===== src/dwb_consts.vh =====
`ifndef DWB_CONSTS_VH
`define DWB_CONSTS_VH
// Command encodings on the decoded command port
`define DWB_CMD_W        3
`define DWB_CMD_NOP      3'h0
`define DWB_CMD_WRITE    3'h1
`define DWB_CMD_READ     3'h2
`define DWB_CMD_PRE      3'h3
`define DWB_CMD_ACT      3'h4
// Mode fields
`define DWB_BL8_BIT      0
`define DWB_CL_W         3
`define DWB_CL_RST       3'h3
`define DWB_AL_RST       3'h0
`define DWB_WR_W         3
`define DWB_WR_RST       3'h2
`define DWB_BANK_W       3
`define DWB_NBANK        8
`define DWB_AP_BIT       10
`define DWB_ADDR_W       14
`define DWB_DQ_W         16
`define DWB_CNT_W        6
`define DWB_WL_MIN       6'h01
`endif


===== src/dwb_write_burst.v =====
`timescale 1ns/1ps
`include "dwb_consts.vh"
module dwb_write_burst (
    input  wire                     clk,
    input  wire                     resetn,
    input  wire [`DWB_CMD_W-1:0]    cmd,
    input  wire [`DWB_BANK_W-1:0]   bank,
    input  wire [`DWB_ADDR_W-1:0]   addr,
    input  wire                     mode_bl8,
    input  wire [`DWB_CL_W-1:0]     mode_cl,
    input  wire [`DWB_CL_W-1:0]     mode_al,
    input  wire [`DWB_WR_W-1:0]     mode_wr,
    input  wire                     ck_pin,
    input  wire                     ldqs_pin,
    input  wire                     udqs_pin,
    input  wire [`DWB_DQ_W-1:0]     dq_pin,
    input  wire [1:0]               dm_pin,
    output wire [`DWB_DQ_W-1:0]     dq_out,
    output wire [`DWB_DQ_W-1:0]     dq_oe,
    output reg  [`DWB_DQ_W-1:0]     wdata_reg,
    output reg  [1:0]               wmask_reg,
    output reg                      wvalid_reg,
    output reg                      wlast_reg,
    output reg  [`DWB_BANK_W-1:0]   wbank_reg,
    output reg                      busy_reg,
    output reg                      autopre_reg,
    output reg  [`DWB_BANK_W-1:0]   autopre_bank_reg
);
    localparam ST_IDLE = 2'h0;
    localparam ST_WAIT = 2'h1;
    localparam ST_DATA = 2'h2;
    localparam ST_RECV = 2'h3;

    // Outputs of the write port never drive the data pins
    assign dq_out = {`DWB_DQ_W{1'b0}};
    assign dq_oe  = {`DWB_DQ_W{1'b0}};

    wire [`DWB_DQ_W-1:0] dq_s;
    wire [1:0]           dm_s;
    wire                 ck_s;
    wire                 ldqs_s;
    wire                 udqs_s;
    wire                 ck_rise;
    wire                 ldqs_rise;
    wire                 ldqs_fall;
    wire                 udqs_rise;
    wire                 udqs_fall;

    dwb_sync2 #(.W(`DWB_DQ_W + 5)) u_sync (
        .clk    (clk),
        .resetn (resetn),
        .d      ({dq_pin, dm_pin, ck_pin, ldqs_pin, udqs_pin}),
        .q      ({dq_s, dm_s, ck_s, ldqs_s, udqs_s})
    );
    dwb_edge u_ck (
        .clk    (clk),
        .resetn (resetn),
        .level  (ck_s),
        .rise   (ck_rise),
        .fall   ()
    );
    dwb_edge u_ldqs (
        .clk    (clk),
        .resetn (resetn),
        .level  (ldqs_s),
        .rise   (ldqs_rise),
        .fall   (ldqs_fall)
    );
    dwb_edge u_udqs (
        .clk    (clk),
        .resetn (resetn),
        .level  (udqs_s),
        .rise   (udqs_rise),
        .fall   (udqs_fall)
    );

    // Data delayed to line up with the edge detector output
    reg [`DWB_DQ_W-1:0] dq_d_reg;
    reg [1:0]           dm_d_reg;
    always @(posedge clk) begin
        if (!resetn) begin
            dq_d_reg <= {`DWB_DQ_W{1'b0}};
            dm_d_reg <= 2'h0;
        end else begin
            dq_d_reg <= dq_s;
            dm_d_reg <= dm_s;
        end
    end

    // Commands are sampled on link clock rising edges
    wire cmd_write = ck_rise && (cmd == `DWB_CMD_WRITE);

    reg [1:0]               state_reg;
    reg [1:0]               state_next;
    reg [`DWB_CNT_W-1:0]    wl_cnt_reg;
    reg [`DWB_CNT_W-1:0]    wl_cnt_next;
    reg [3:0]               elem_reg;
    reg [3:0]               elem_next;
    reg [3:0]               nelem_reg;
    reg [3:0]               nelem_next;
    reg [`DWB_CNT_W-1:0]    rec_cnt_reg;
    reg [`DWB_CNT_W-1:0]    rec_cnt_next;
    reg                     ap_reg;
    reg                     ap_next;
    reg [`DWB_BANK_W-1:0]   bank_reg;
    reg [`DWB_BANK_W-1:0]   bank_next;
    reg [2:0]               since_reg;
    reg [2:0]               since_next;
    reg                     pend_reg;
    reg                     pend_next;
    reg                     pend_ap_reg;
    reg                     pend_ap_next;
    reg [`DWB_BANK_W-1:0]   pend_bank_reg;
    reg [`DWB_BANK_W-1:0]   pend_bank_next;
    reg                     lo_hit;
    reg                     hi_hit;

    // Write latency: additive plus CAS latency, less one
    function [`DWB_CNT_W-1:0] wl_cycles;
        input [`DWB_CL_W-1:0] al;
        input [`DWB_CL_W-1:0] cl;
        reg   [`DWB_CNT_W-1:0] s;
        begin
            s = {3'h0, al} + {3'h0, cl} - `DWB_WL_MIN;
            if (s == {`DWB_CNT_W{1'b0}})
                s = `DWB_WL_MIN;
            wl_cycles = s;
        end
    endfunction

    function [3:0] burst_len;
        input bl8;
        begin
            burst_len = bl8 ? 4'h8 : 4'h4;
        end
    endfunction

    always @* begin
        state_next     = state_reg;
        wl_cnt_next    = wl_cnt_reg;
        elem_next      = elem_reg;
        nelem_next     = nelem_reg;
        rec_cnt_next   = rec_cnt_reg;
        ap_next        = ap_reg;
        bank_next      = bank_reg;
        since_next     = since_reg;
        pend_next      = pend_reg;
        pend_ap_next   = pend_ap_reg;
        pend_bank_next = pend_bank_reg;
        lo_hit         = ldqs_rise | ldqs_fall;
        hi_hit         = udqs_rise | udqs_fall;
        if (ck_rise && since_reg != 3'h7)
            since_next = since_reg + 3'h1;
        case (state_reg)
            ST_IDLE, ST_RECV: begin
                if (state_reg == ST_RECV && ck_rise) begin
                    if (rec_cnt_reg != {`DWB_CNT_W{1'b0}})
                        rec_cnt_next = rec_cnt_reg - 1'b1;
                    else
                        state_next = ST_IDLE;
                end
                if (cmd_write) begin
                    state_next  = ST_WAIT;
                    wl_cnt_next = wl_cycles(mode_al, mode_cl);
                    elem_next   = 4'h0;
                    nelem_next  = burst_len(mode_bl8);
                    ap_next     = addr[`DWB_AP_BIT];
                    bank_next   = bank;
                    since_next  = 3'h0;
                end
            end
            ST_WAIT: begin
                if (ck_rise && wl_cnt_reg != {`DWB_CNT_W{1'b0}})
                    wl_cnt_next = wl_cnt_reg - 1'b1;
                // Preamble: falling edges before first rise are ignored
                if (ldqs_rise) begin
                    state_next = ST_DATA;
                    elem_next  = 4'h1;
                end
            end
            default: begin
                if (lo_hit)
                    elem_next = elem_reg + 4'h1;
                if (lo_hit && elem_reg + 4'h1 == nelem_reg) begin
                    state_next   = ST_RECV;
                    rec_cnt_next = {3'h0, mode_wr};
                end
            end
        endcase
        // Follow-on write: gapless or truncating
        if (cmd_write && state_reg != ST_IDLE && state_reg != ST_RECV) begin
            pend_next      = 1'b1;
            pend_ap_next   = addr[`DWB_AP_BIT];
            pend_bank_next = bank;
            if (nelem_reg == 4'h8 && since_reg == 3'h1 && !ap_reg)
                nelem_next = 4'h4;
        end
        if (state_next == ST_RECV && pend_reg) begin
            // Next burst's preamble was the tail of this one
            state_next  = ST_DATA;
            elem_next   = 4'h0;
            nelem_next  = burst_len(mode_bl8);
            ap_next     = pend_ap_reg;
            bank_next   = pend_bank_reg;
            pend_next   = 1'b0;
            since_next  = 3'h0;
        end
    end

    always @(posedge clk) begin
        if (!resetn) begin
            state_reg     <= ST_IDLE;
            wl_cnt_reg    <= {`DWB_CNT_W{1'b0}};
            elem_reg      <= 4'h0;
            nelem_reg     <= 4'h4;
            rec_cnt_reg   <= {`DWB_CNT_W{1'b0}};
            ap_reg        <= 1'b0;
            bank_reg      <= {`DWB_BANK_W{1'b0}};
            since_reg     <= 3'h7;
            pend_reg      <= 1'b0;
            pend_ap_reg   <= 1'b0;
            pend_bank_reg <= {`DWB_BANK_W{1'b0}};
        end else begin
            state_reg     <= state_next;
            wl_cnt_reg    <= wl_cnt_next;
            elem_reg      <= elem_next;
            nelem_reg     <= nelem_next;
            rec_cnt_reg   <= rec_cnt_next;
            ap_reg        <= ap_next;
            bank_reg      <= bank_next;
            since_reg     <= since_next;
            pend_reg      <= pend_next;
            pend_ap_reg   <= pend_ap_next;
            pend_bank_reg <= pend_bank_next;
        end
    end

    // Capture: each strobe lane owns its byte
    wire capture = (state_reg == ST_DATA) ||
                   (state_reg == ST_WAIT && ldqs_rise);
    always @(posedge clk) begin
        if (!resetn) begin
            wdata_reg  <= {`DWB_DQ_W{1'b0}};
            wmask_reg  <= 2'h0;
            wvalid_reg <= 1'b0;
            wlast_reg  <= 1'b0;
            wbank_reg  <= {`DWB_BANK_W{1'b0}};
        end else begin
            wvalid_reg <= capture && lo_hit;
            wlast_reg  <= capture && lo_hit &&
                          (elem_reg + 4'h1 == nelem_reg);
            wbank_reg  <= bank_reg;
            if (capture && lo_hit) begin
                wdata_reg[7:0] <= dq_d_reg[7:0];
                wmask_reg[0]   <= dm_d_reg[0];
            end
            if (capture && hi_hit) begin
                wdata_reg[15:8] <= dq_d_reg[15:8];
                wmask_reg[1]    <= dm_d_reg[1];
            end
        end
    end

    // A burst chained into the next one skips ST_RECV, so its own
    // auto precharge is timed here. Limitation: a clash with the main
    // recovery firing in the same cycle keeps only this one.
    wire                    chain = pend_reg && !pend_next;
    reg                     held_ap_reg;
    reg [`DWB_CNT_W-1:0]    held_cnt_reg;
    reg [`DWB_BANK_W-1:0]   held_bank_reg;
    always @(posedge clk) begin
        if (!resetn) begin
            held_ap_reg   <= 1'b0;
            held_cnt_reg  <= {`DWB_CNT_W{1'b0}};
            held_bank_reg <= {`DWB_BANK_W{1'b0}};
        end else if (chain && ap_reg) begin
            held_ap_reg   <= 1'b1;
            held_cnt_reg  <= {3'h0, mode_wr};
            held_bank_reg <= bank_reg;
        end else if (held_ap_reg && ck_rise) begin
            if (held_cnt_reg != {`DWB_CNT_W{1'b0}})
                held_cnt_reg <= held_cnt_reg - 1'b1;
            else
                held_ap_reg <= 1'b0;
        end
    end
    wire held_fire = held_ap_reg && ck_rise &&
                     (held_cnt_reg == {`DWB_CNT_W{1'b0}});

    // Auto precharge fires when recovery ends; masks do not matter
    always @(posedge clk) begin
        if (!resetn) begin
            busy_reg         <= 1'b0;
            autopre_reg      <= 1'b0;
            autopre_bank_reg <= {`DWB_BANK_W{1'b0}};
        end else begin
            busy_reg    <= (state_next != ST_IDLE);
            autopre_reg <= held_fire ||
                           ((state_reg == ST_RECV) && ck_rise &&
                            (rec_cnt_reg == {`DWB_CNT_W{1'b0}}) &&
                            ap_reg);
            if (held_fire)
                autopre_bank_reg <= held_bank_reg;
            else if (state_reg == ST_RECV && ck_rise)
                autopre_bank_reg <= bank_reg;
        end
    end
endmodule


===== src/dwb_sync2.v =====
`timescale 1ns/1ps
module dwb_sync2 #(
    parameter W = 1
) (
    input  wire         clk,
    input  wire         resetn,
    input  wire [W-1:0] d,
    output reg  [W-1:0] q
);
    reg [W-1:0] meta_reg;
    always @(posedge clk) begin
        if (!resetn) begin
            meta_reg <= {W{1'b0}};
            q        <= {W{1'b0}};
        end else begin
            meta_reg <= d;
            q        <= meta_reg;
        end
    end
endmodule


===== src/dwb_edge.v =====
`timescale 1ns/1ps
module dwb_edge (
    input  wire clk,
    input  wire resetn,
    input  wire level,
    output reg  rise,
    output reg  fall
);
    reg last_reg;
    always @(posedge clk) begin
        if (!resetn) begin
            last_reg <= 1'b0;
            rise     <= 1'b0;
            fall     <= 1'b0;
        end else begin
            last_reg <= level;
            rise     <= level & ~last_reg;
            fall     <= ~level & last_reg;
        end
    end
endmodule


===== config.mk =====
export PLATFORM = sky130hd
export DESIGN_NAME = dwb_write_burst
export DESIGN_NICKNAME = d
export VERILOG_FILES = /design/src/dwb_write_burst.v /design/src/dwb_sync2.v /design/src/dwb_edge.v
export VERILOG_INCLUDE_DIRS = /design/src /design/src/src
export SDC_FILE = /design/constraint.sdc
export NUM_CORES = 1
export LEC_CHECK = 0
export CORE_MARGIN = 2
export CORE_UTILIZATION = 55
export CTS_CLUSTER_DIAMETER = 100
export DETAILED_ROUTE_END_ITERATION = 12
export DONT_BUFFER_PORTS = 1
export PLACE_DENSITY = 0.78
export SETUP_SLACK_MARGIN = 0.02
export SLEW_MARGIN = 20
export SYNTH_ARGS = -nofsm -noshare
export SYNTH_HDL_FRONTEND = slang
export SYNTH_SLANG_ARGS = --single-unit

===== constraint.sdc =====
create_clock -name clk -period 4.75 [get_ports clk]
set_input_delay 0.475 -clock clk [delete_from_list [all_inputs] [get_ports clk]]
set_output_delay 0.475 -clock clk [all_outputs]
set_load 0.005 [all_outputs]

Yosys cells after proc, flatten, opt, wreduce, memory -nomap -nowiden:

Cells that the tools add are included.

* flip-flop bits (word level): 134
* output and inout bits: 60
* logic and storage cells: 156

* add/sub/neg operators: 4
* equality and inequality tests: 15
* mux-type cells: 41
* bitwise operators: 14
* reductions and logical operators: 46

Operators by type and width (number)
* 3-bit 2-to-1 mux: 12
* 4-bit 2-to-1 mux: 9
* 1-bit logical AND: 19
* 6-bit 2-to-1 mux: 3
* 2-bit nonzero test: 8
* 6-bit logical NOT: 2
* 2-bit 2-to-1 mux: 6
* 6-bit one-hot mux with 2 select lines: 1
* 6-bit nonzero test: 2
* 6-bit by 1-bit subtractor with 6-bit output (second input constant): 2
* 2-bit != test (second input constant): 5
* 1-bit 2-to-1 mux: 8
* 4-bit one-hot mux with 2 select lines: 1
* 2-bit AND reduction: 4
* 1-bit inverter: 7
* 2-bit equality test (second input constant): 3
* 3-bit by 1-bit equality test with 1-bit output (second input constant): 2
* 2-bit OR reduction: 3
* 1-bit AND: 5
* 4-bit by 1-bit adder with 4-bit output (second input constant): 1
* 4-bit equality test: 1
* 4-bit equality test (second input constant): 1
* 2-bit one-hot mux with 2 select lines: 1
* 4-bit AND reduction: 1
* 10 further kinds: 13

Depth between registers and ports, before layout:

Gate-level depths: netlist of run 1.

* depth after elaboration: 13
* depth in mapped cells: 9
* gate-level depth less buffers: 8

Hierarchy:

Synthesis of run 1 repeated with hierarchy kept, for this count alone.

* cells, all modules: 523
* area total of the unflattened synthesis: 5182.5 µm²

By module, submodules not included
* dwb_write_burst: instances 1, cells an instance 417, area an instance 3751.1 µm²
* dwb_sync2: instances 1, cells an instance 88, area an instance 1176.1 µm²
* dwb_edge: instances 3, cells an instance 6, area an instance 85.1 µm²

Worst setup path after synthesis of run 1:

OpenSTA, ideal clock, no wires.

* path kind: register -> register
* start point: register elem_reg[0]
* end point: register bank_reg[2]
* arrival time: 2054 ps
* required time: 4624 ps
* path slack: 2569 ps
* stages on the path, launching flop included: 9
* buffers on the path: 1
* cell sequence: dfxtp_1 > ha_1 > xor3_1 > nor3_2 > nand3_2 > a311o_1 > buf_6 > o21ai_4 > o22ai_1

* word-level cells in the longest chain between the ends: 9
* elaborated cells between the ends (all ways): 11

RTL lines
* start, declared: line dwb_write_burst.v:97 `reg [3:0] elem_reg;`
* start signal, assigned: line dwb_write_burst.v:226 `elem_reg <= elem_next;`
* 4-bit by 1-bit adder with 4-bit output *: line dwb_write_burst.v:184 `if (lo_hit && elem_reg + 4'h1 == nelem_reg) begin`
* 4-bit equality test *: line dwb_write_burst.v:184
* 1-bit logical AND *: line dwb_write_burst.v:184
* 2-bit 2-to-1 mux *: line dwb_write_burst.v:184
* 2-bit one-hot mux with 2 select lines *: line dwb_write_burst.v:154 `case (state_reg)`
* 2-bit equality test *: line dwb_write_burst.v:198 `if (state_next == ST_RECV && pend_reg) begin`
* 1-bit logical AND *: line dwb_write_burst.v:198
* 2-bit nonzero test (no line)
* 2-bit AND reduction (no line)
* end signal, assigned: line dwb_write_burst.v:218 `` bank_reg <= {`DWB_BANK_W{1'b0}}; ``
* end signal, assigned: line dwb_write_burst.v:230 `bank_reg <= bank_next;`
* end, declared: line dwb_write_burst.v:105 `` reg [`DWB_BANK_W-1:0] bank_reg; ``

Mark *: on every way between the ends. The rest lies on a longest branch, timed or not.
A chain may end at the register's enable or synchronous reset.

Final worst setup path of run 1:

* start point: register state_reg[0]
* end point: register held_cnt_reg[5]

* word-level cells in the longest chain between the ends: 12
* elaborated cells between the ends (all ways): 23

RTL lines
* start, declared: line dwb_write_burst.v:93 `reg [1:0] state_reg;`
* start signal, assigned: line dwb_write_burst.v:224 `state_reg <= state_next;`
* 2-bit equality test
* 1-bit logical AND: line dwb_write_burst.v:156 `if (state_reg == ST_RECV && ck_rise) begin`
* 2-bit 2-to-1 mux: line dwb_write_burst.v:156
* 2-bit 2-to-1 mux: line dwb_write_burst.v:162 `if (cmd_write) begin`
* 2-bit one-hot mux with 2 select lines: line dwb_write_burst.v:154
* 2-bit equality test: line dwb_write_burst.v:198
* 1-bit logical AND: line dwb_write_burst.v:198
* 1-bit 2-to-1 mux *: line dwb_write_burst.v:198
* 1-bit logical NOT *: line dwb_write_burst.v:267 `wire chain = pend_reg && !pend_next;`
* 1-bit logical AND *: line dwb_write_burst.v:267
* 1-bit logical AND *: line dwb_write_burst.v:276 `end else if (chain && ap_reg) begin`
* 2-bit OR reduction (no line) *
* end signal, assigned: line dwb_write_burst.v:274 `` held_cnt_reg <= {`DWB_CNT_W{1'b0}}; ``
* end signal, assigned: line dwb_write_burst.v:278 `held_cnt_reg <= {3'h0, mode_wr};`
* end signal, assigned: line dwb_write_burst.v:282 `held_cnt_reg <= held_cnt_reg - 1'b1;`
* end, declared: line dwb_write_burst.v:269 `` reg [`DWB_CNT_W-1:0] held_cnt_reg; ``

Marked as above.

==> results of run 1 <==
-- layout make-up --
type | count | area, µm² | share of cell area
inverter | 17 | 63.8 | 0.0112
clock buffer | 18 | 418 | 0.0735
clock inverter | 14 | 160 | 0.0282
sequential | 134 | 2680 | 0.472
timing repair buffer | 2 | 15.0 | 0.00264
multi-input combinational | 339 | 2210 | 0.388
tap | 111 | 139 | 0.0244
-- worst paths after layout --
kind	startpoint	to	slack, ns	cells after the start
hold / removal	mode_bl8	nelem_reg[2]	0.07	1
hold reg to reg	u_ck.last_reg	u_ck.rise	0.38	1
setup / recovery	state_reg[0]	held_cnt_reg[5]	1.75	8
setup reg to reg	state_reg[0]	held_cnt_reg[5]	1.75	8
-- layout by cell type, fill, tap and decap left out, types with 2 or more instances in the layout --
cell type	netlist	final
nand3_1	6	6
buf_4	32	2
clkbuf_16	0	16
o21ai_0	7	7
nor2_1	47	47
nor4_1	3	3
o21a_1	2	2
o31a_1	2	2
clkinv_2	0	2
nor3_2	2	3
nor2b_1	6	6
xor2_1	3	3
inv_6	0	6
o211ai_1	2	2
dfxtp_1	134	134
a211oi_1	3	3
o31ai_1	5	5
nand2b_1	3	3
nor3b_1	4	4
a2111oi_0	3	3
conb_1	1	32
nor4bb_1	2	2
or3_1	4	4
mux2i_1	29	29
inv_8	0	2
ha_1	12	12
and3_1	3	3
a21oi_1	9	9
inv_1	17	17
bufinv_16	0	2
a311oi_1	6	6
clkinvlp_4	0	2
nand2_1	36	36
a311o_1	2	2
xnor2_1	9	9
and2_1	64	64
nor3_1	9	8
-- routing by layer --
layer / wire, µm / global-route usage
met4: 103 / 0.0664
met5: 0 / 0
met1: 3800 / 0.217
met2: 4260 / 0.315
met3: 715 / 0.0756
-- critical path, cell delays in order (launching register included) --
cell	delay, ns
dfxtp_1	0.45
inv_1	0.12
ha_1	0.48
nor2_1	0.62
buf_4	0.29
o31a_1	0.20
o311a_1	0.32
nand3_4	0.19
and3_1	0.22
-- cells by family after synthesis --
| family | Yosys count | share of synthesized area |
|---|---|---|
| AOI/OAI and AO/OA | 56 | 0.0882 |
| xor gates and xnor gates | 13 | 0.0250 |
| adders and majority gates | 12 | 0.0292 |
| buffers and inverters | 67 | 0.0737 |
| DFF | 134 | 0.521 |
| muxes | 30 | 0.0586 |
| other | 1 | 0.000729 |
| and+or+nand+nor | 196 | 0.203 |
-- stage by stage --
step                 util  area [µm²]
finish              0.621        5690
detailed placement  0.557        5100
global route        0.621        5690
global placement    0.557        5100
CTS                 0.621        5680
floorplan               -        5260
-- power by group through the flow --
stage	logic (W)	registers [W]	clock network, W
after floorplan	0.000166	0.00119	0
after global placement	0.000157	0.00119	0
after detailed placement	0.000160	0.00119	0
after CTS	0.000162	0.00117	0.00129
after global routing	0.000184	0.00117	0.00135
final	0.000165	0.00117	0.00127
==> results_dict.tcl, run 1 <==
set metrics [dict create \
    outcome "finished, final reports clean" \
    synthCells 509 \
    yosys_warnings 0 \
    synth.most_common_cell "dfxtp_1" \
    seq_area_frac_synth 0.521 \
    end_kind "flop" \
    async_flop_share 0 \
    grt_setup_unrepaired "false" \
    comb_power_share 0.063 \
    drt_first_iter_violations 98 \
    instances_no_fill 635 \
    cts_root_buf "clkbuf_8" \
    dp.cells 603 \
    setup_viol_count_final 0 \
    ctsResizeCount 0 \
    whs_ns 0.0737 \
    antenna_found_initial 0 \
    die_y_um 101 \
    synth_edf_count 0 \
    port_buffers 0 \
    yosysTopAreaCell "dfxtp_1" \
    ctsHoldBuffers 0 \
    wirelength_um 8880 \
    swShare 0.243 \
    dr.pass1.iters 4 \
    finalPower_w 0.00260 \
    num_vias 3278 \
    ys.flop_type "dfxtp_1" \
    drv_cap 0 \
    slew_headroom 0.326 \
    yosysUniqueCellTypes 58 \
    grt_pass1_vias 3149 \
    grt_max_degree 87 \
    ctsHtreeMaxLevel 4 \
    synth_top_area_share 0.521 \
    via_per_inst 5.16 \
    rows 35 \
    cts_tree "built" \
    numCtsBuffers 17 \
    intPower_w 0.00197 \
    fin_nets 576 \
    grt_usage 0.188 \
    finalCritPeriodShare 0.631 \
    start_util 0.562 \
    syn_area_um2 5150 \
    pwr-share-seq 0.449 \
    diodes 0 \
    p_per_area_nw_per_um2 458 \
    area_growth_pct 10.5 \
    core-area_um2 9150 \
    worstPathRequired_ns 5.16 \
    fin_tns_setup_ns 0 \
    detail_route.wl_per_cell_um 14.0 \
    fin_ws_ns 1.75 \
    clk-insertion-delay-late_ns 0.52 \
    drive_gt1_frac 0.0878 \
    fin_crit_ns 3.00 \
    cts.clk_slew.worst_paths_ns 0.06 \
    worstPathArrival_ns 3.41 \
    clockBufferDepth 2 \
    dp_hpwl_um 5890 \
    min_path_type "in2reg" \
    drt.antenna.violating_nets 0 \
    clock_skew_ns 0.00762 \
    syn_area_per_cell_um2 10.1 \
    synth_common_cells "134 x dfxtp_1, 64 x and2_1, 47 x nor2_1" \
    p_sw_w 0.000632 \
    clkPwrFrac 0.488 \
    crit_type "reg2reg" \
    io_pins 113 \
    grt_pass1_wl_um 14800 \
    maxSlewViolCount 0 \
    place_congestion 0.871 \
    clock-sinks 134 \
    grt_overflow_total 0 \
    worst_pin_slew_ns 1.01 \
    nFillCells 733 \
    place_ws_ns 1.77 \
    peakVddDrop_mv 0.269 \
    cp-start-kind "flop" \
    cp_max_fo 15 \
    cts_post_setup_buffers_inserted 0 \
    hold_viol_final 0 \
    ys_ff_latch 134 \
    fp.dieW_um 101 \
    die_area_um2 10100 \
    drc 0 \
    yosys-top-cells-area "dfxtp_1 52%, and2_1 7.8%, mux2i_1 5.6%" \
    leakagePower_nw 2.26 \
    fmax_mhz 334 \
]
No activity file was read; power rests on OpenSTA's default activity.
==> run 2, diff against run 1 <==
PLACE_DENSITY = 0.81   (was 0.78)
clock period = 2.55 ns   (was 4.75 ns; I/O delays follow)
==> run 2 against run 1 <==
First-iteration DRC count is 14% higher. Via count is 9.9% higher. Utilization is 5.0 points higher. Total power is 98% higher. Clock-buffer cell count stayed put. Final area is 8.1% higher. Critical endpoint is now bank_reg[2]. Highest routed layer unchanged.
==> results_dict.tcl, run 2 (synthesis results as in run 1) <==
set metrics [dict create \
    grt_setup_unrepaired "true" \
    worst_pin_slew_ns 1.02 \
    crit_chain "ha_1, xor3_1, nor3_4, a311o_1, o311ai_4, buf_12, buf_4, o21ai_4, o22ai_1" \
    place_ws_ns 0.0618 \
    core-area_um2 9150 \
    slowest_stage "dfxtp_1" \
    finalCritPeriodShare 0.953 \
    slew_headroom 0.314 \
    cp-start-kind "flop" \
    drc 0 \
    io_pins 113 \
    wl_met3_um 612 \
    grt_pass1_vias 3575 \
    detail_route.wl_per_cell_um 15.3 \
    reg2reg_depth 9 \
    final_common_cell "dfxtp_1" \
    grt_overflow_total 0 \
    ctsHtreeMaxLevel 4 \
    fin_ws_ns 0.119 \
    hold_depth 2 \
    num_vias 3603 \
    leakagePower_nw 2.47 \
    cp.depth 9 \
    area_growth_pct 19.4 \
    grt_max_degree 86 \
    setup_viol_count_final 0 \
    peakVddDrop_mv 0.792 \
    fin_nets 616 \
    die_y_um 101 \
    dp_hpwl_um 6090 \
    worstPathRequired_ns 2.95 \
    place_congestion 0.837 \
    whs_ns 0.0275 \
    grt_usage 0.221 \
    clk-insertion-delay-late_ns 0.52 \
    cp_max_fo 9 \
    p_per_area_nw_per_um2 841 \
    port_buffers 0 \
    critical-path-top-delay-family "compound AO/OA/AOI/OAI gates" \
    end_kind "flop" \
    cts_tree "built" \
    max_stage_delay_ns 0.41 \
    clock-sinks 134 \
    outcome "finished, final reports clean" \
    wl_met1_um 4190 \
    min_path_type "in2reg" \
    antenna_found_initial 0 \
    fin_crit_ns 2.43 \
    hold_viol_final 0 \
    crit_type "reg2reg" \
    numCtsBuffers 17 \
    wirelength_um 10300 \
    drt.antenna.violating_nets 0 \
    fmax_mhz 411 \
    maxSlewViolCount 0 \
    start_util 0.562 \
    cts_root_buf "clkbuf_8" \
    highest_layer "met4" \
    dr.pass1.iters 4 \
    clockBufferDepth 2 \
    clock_skew_ns 0.0109 \
    drive_gt1_frac 0.105 \
    drt_first_iter_violations 112 \
    diodes 0 \
    drv_cap 0 \
    rows 35 \
    wl_met2_um 5250 \
    via_per_inst 5.34 \
    fp.dieW_um 101 \
    worstPathArrival_ns 2.83 \
    final_cell_mix "134 x dfxtp_1, 64 x and2_1, 47 x nor2_1" \
    grt_pass1_wl_um 17300 \
    worst-path-buf-inv 2 \
    die_area_um2 10100 \
    cts.clk_slew.worst_paths_ns 0.06 \
]
[run 2: cell types whose count changed in the layout (fill, tap and decap cells not counted), sizes merged]
cell / previous run / this run
buf: 2 / 14
bufinv: 2 / 4
inv: 25 / 26
clkinvlp: 2 / 1
clkinv: 2 / 0
dlygate4sd3: 0 / 28
[run 2: where the power goes]
| group | total (W) | switching (W) | internal [W] |
|---|---|---|---|
| clock network | 0.00260 | 0.000985 | 0.00162 |
| registers | 0.00218 | 0.0000278 | 0.00215 |
| logic | 0.000390 | 0.000238 | 0.000152 |
[run 2: area by class of cell]
class                           instances  area [µm²]
Inverter                               17        63.8
Clock inverter                         14         206
Tap cell                              111         139
Multi-Input combinational cell        339        2220
Sequential cell                       134        2680
Clock buffer                           18         418
Fill cell                             653        3010
Timing Repair Buffer                   42         418
[run 2: path summary, 6_finish.rpt]
path	start	to	slack [ns]
setup / recovery	elem_reg[0]	bank_reg[2]	0.12
hold / removal	mode_wr[2]	rec_cnt_reg[2]	0.03
setup reg to reg	elem_reg[0]	bank_reg[2]	0.12
hold reg to reg	u_ck.last_reg	u_ck.rise	0.39
[run 2: layer usage]
layer,GRT usage,up-vias
li1,-,1745
met1,0.252,1717
met2,0.375,113
met3,0.0687,28
met4,0.107,0
met5,0,-
[run 2: worst register-to-register path: stages, from the launching register on]
cell	delay, ns
dfxtp_1	0.41
ha_1	0.23
xor3_1	0.28
nor3_4	0.25
a311o_1	0.31
o311ai_4	0.14
buf_12	0.16
buf_4	0.13
o21ai_4	0.27
o22ai_1	0.14
[run 2: what timing repair did]
action / in CTS / in global routing
gates resized for setup: 0 / 5
buffers inserted: 0 / 2
endpoints found under the hold margin: 104 / 0
hold buffers: 29 / 0
endpoints found under the setup margin: 0 / 21
[run 2: through the flow]
stage | instances | total power, W | util | cell area, µm² | TNS [ns]
4_1_cts | 673 | 0.00520 | 0.667 | 6100 | 0
3_3_place_gp | 612 | 0.00252 | 0.565 | 5170 | 0
3_5_place_dp | 612 | 0.00254 | 0.565 | 5170 | 0
5_1_grt | 675 | 0.00537 | 0.671 | 6140 | -0.00613
6_report | 675 | 0.00517 | 0.671 | 6140 | 0
2_1_floorplan | 540 | 0.00252 | - | 5260 | 0
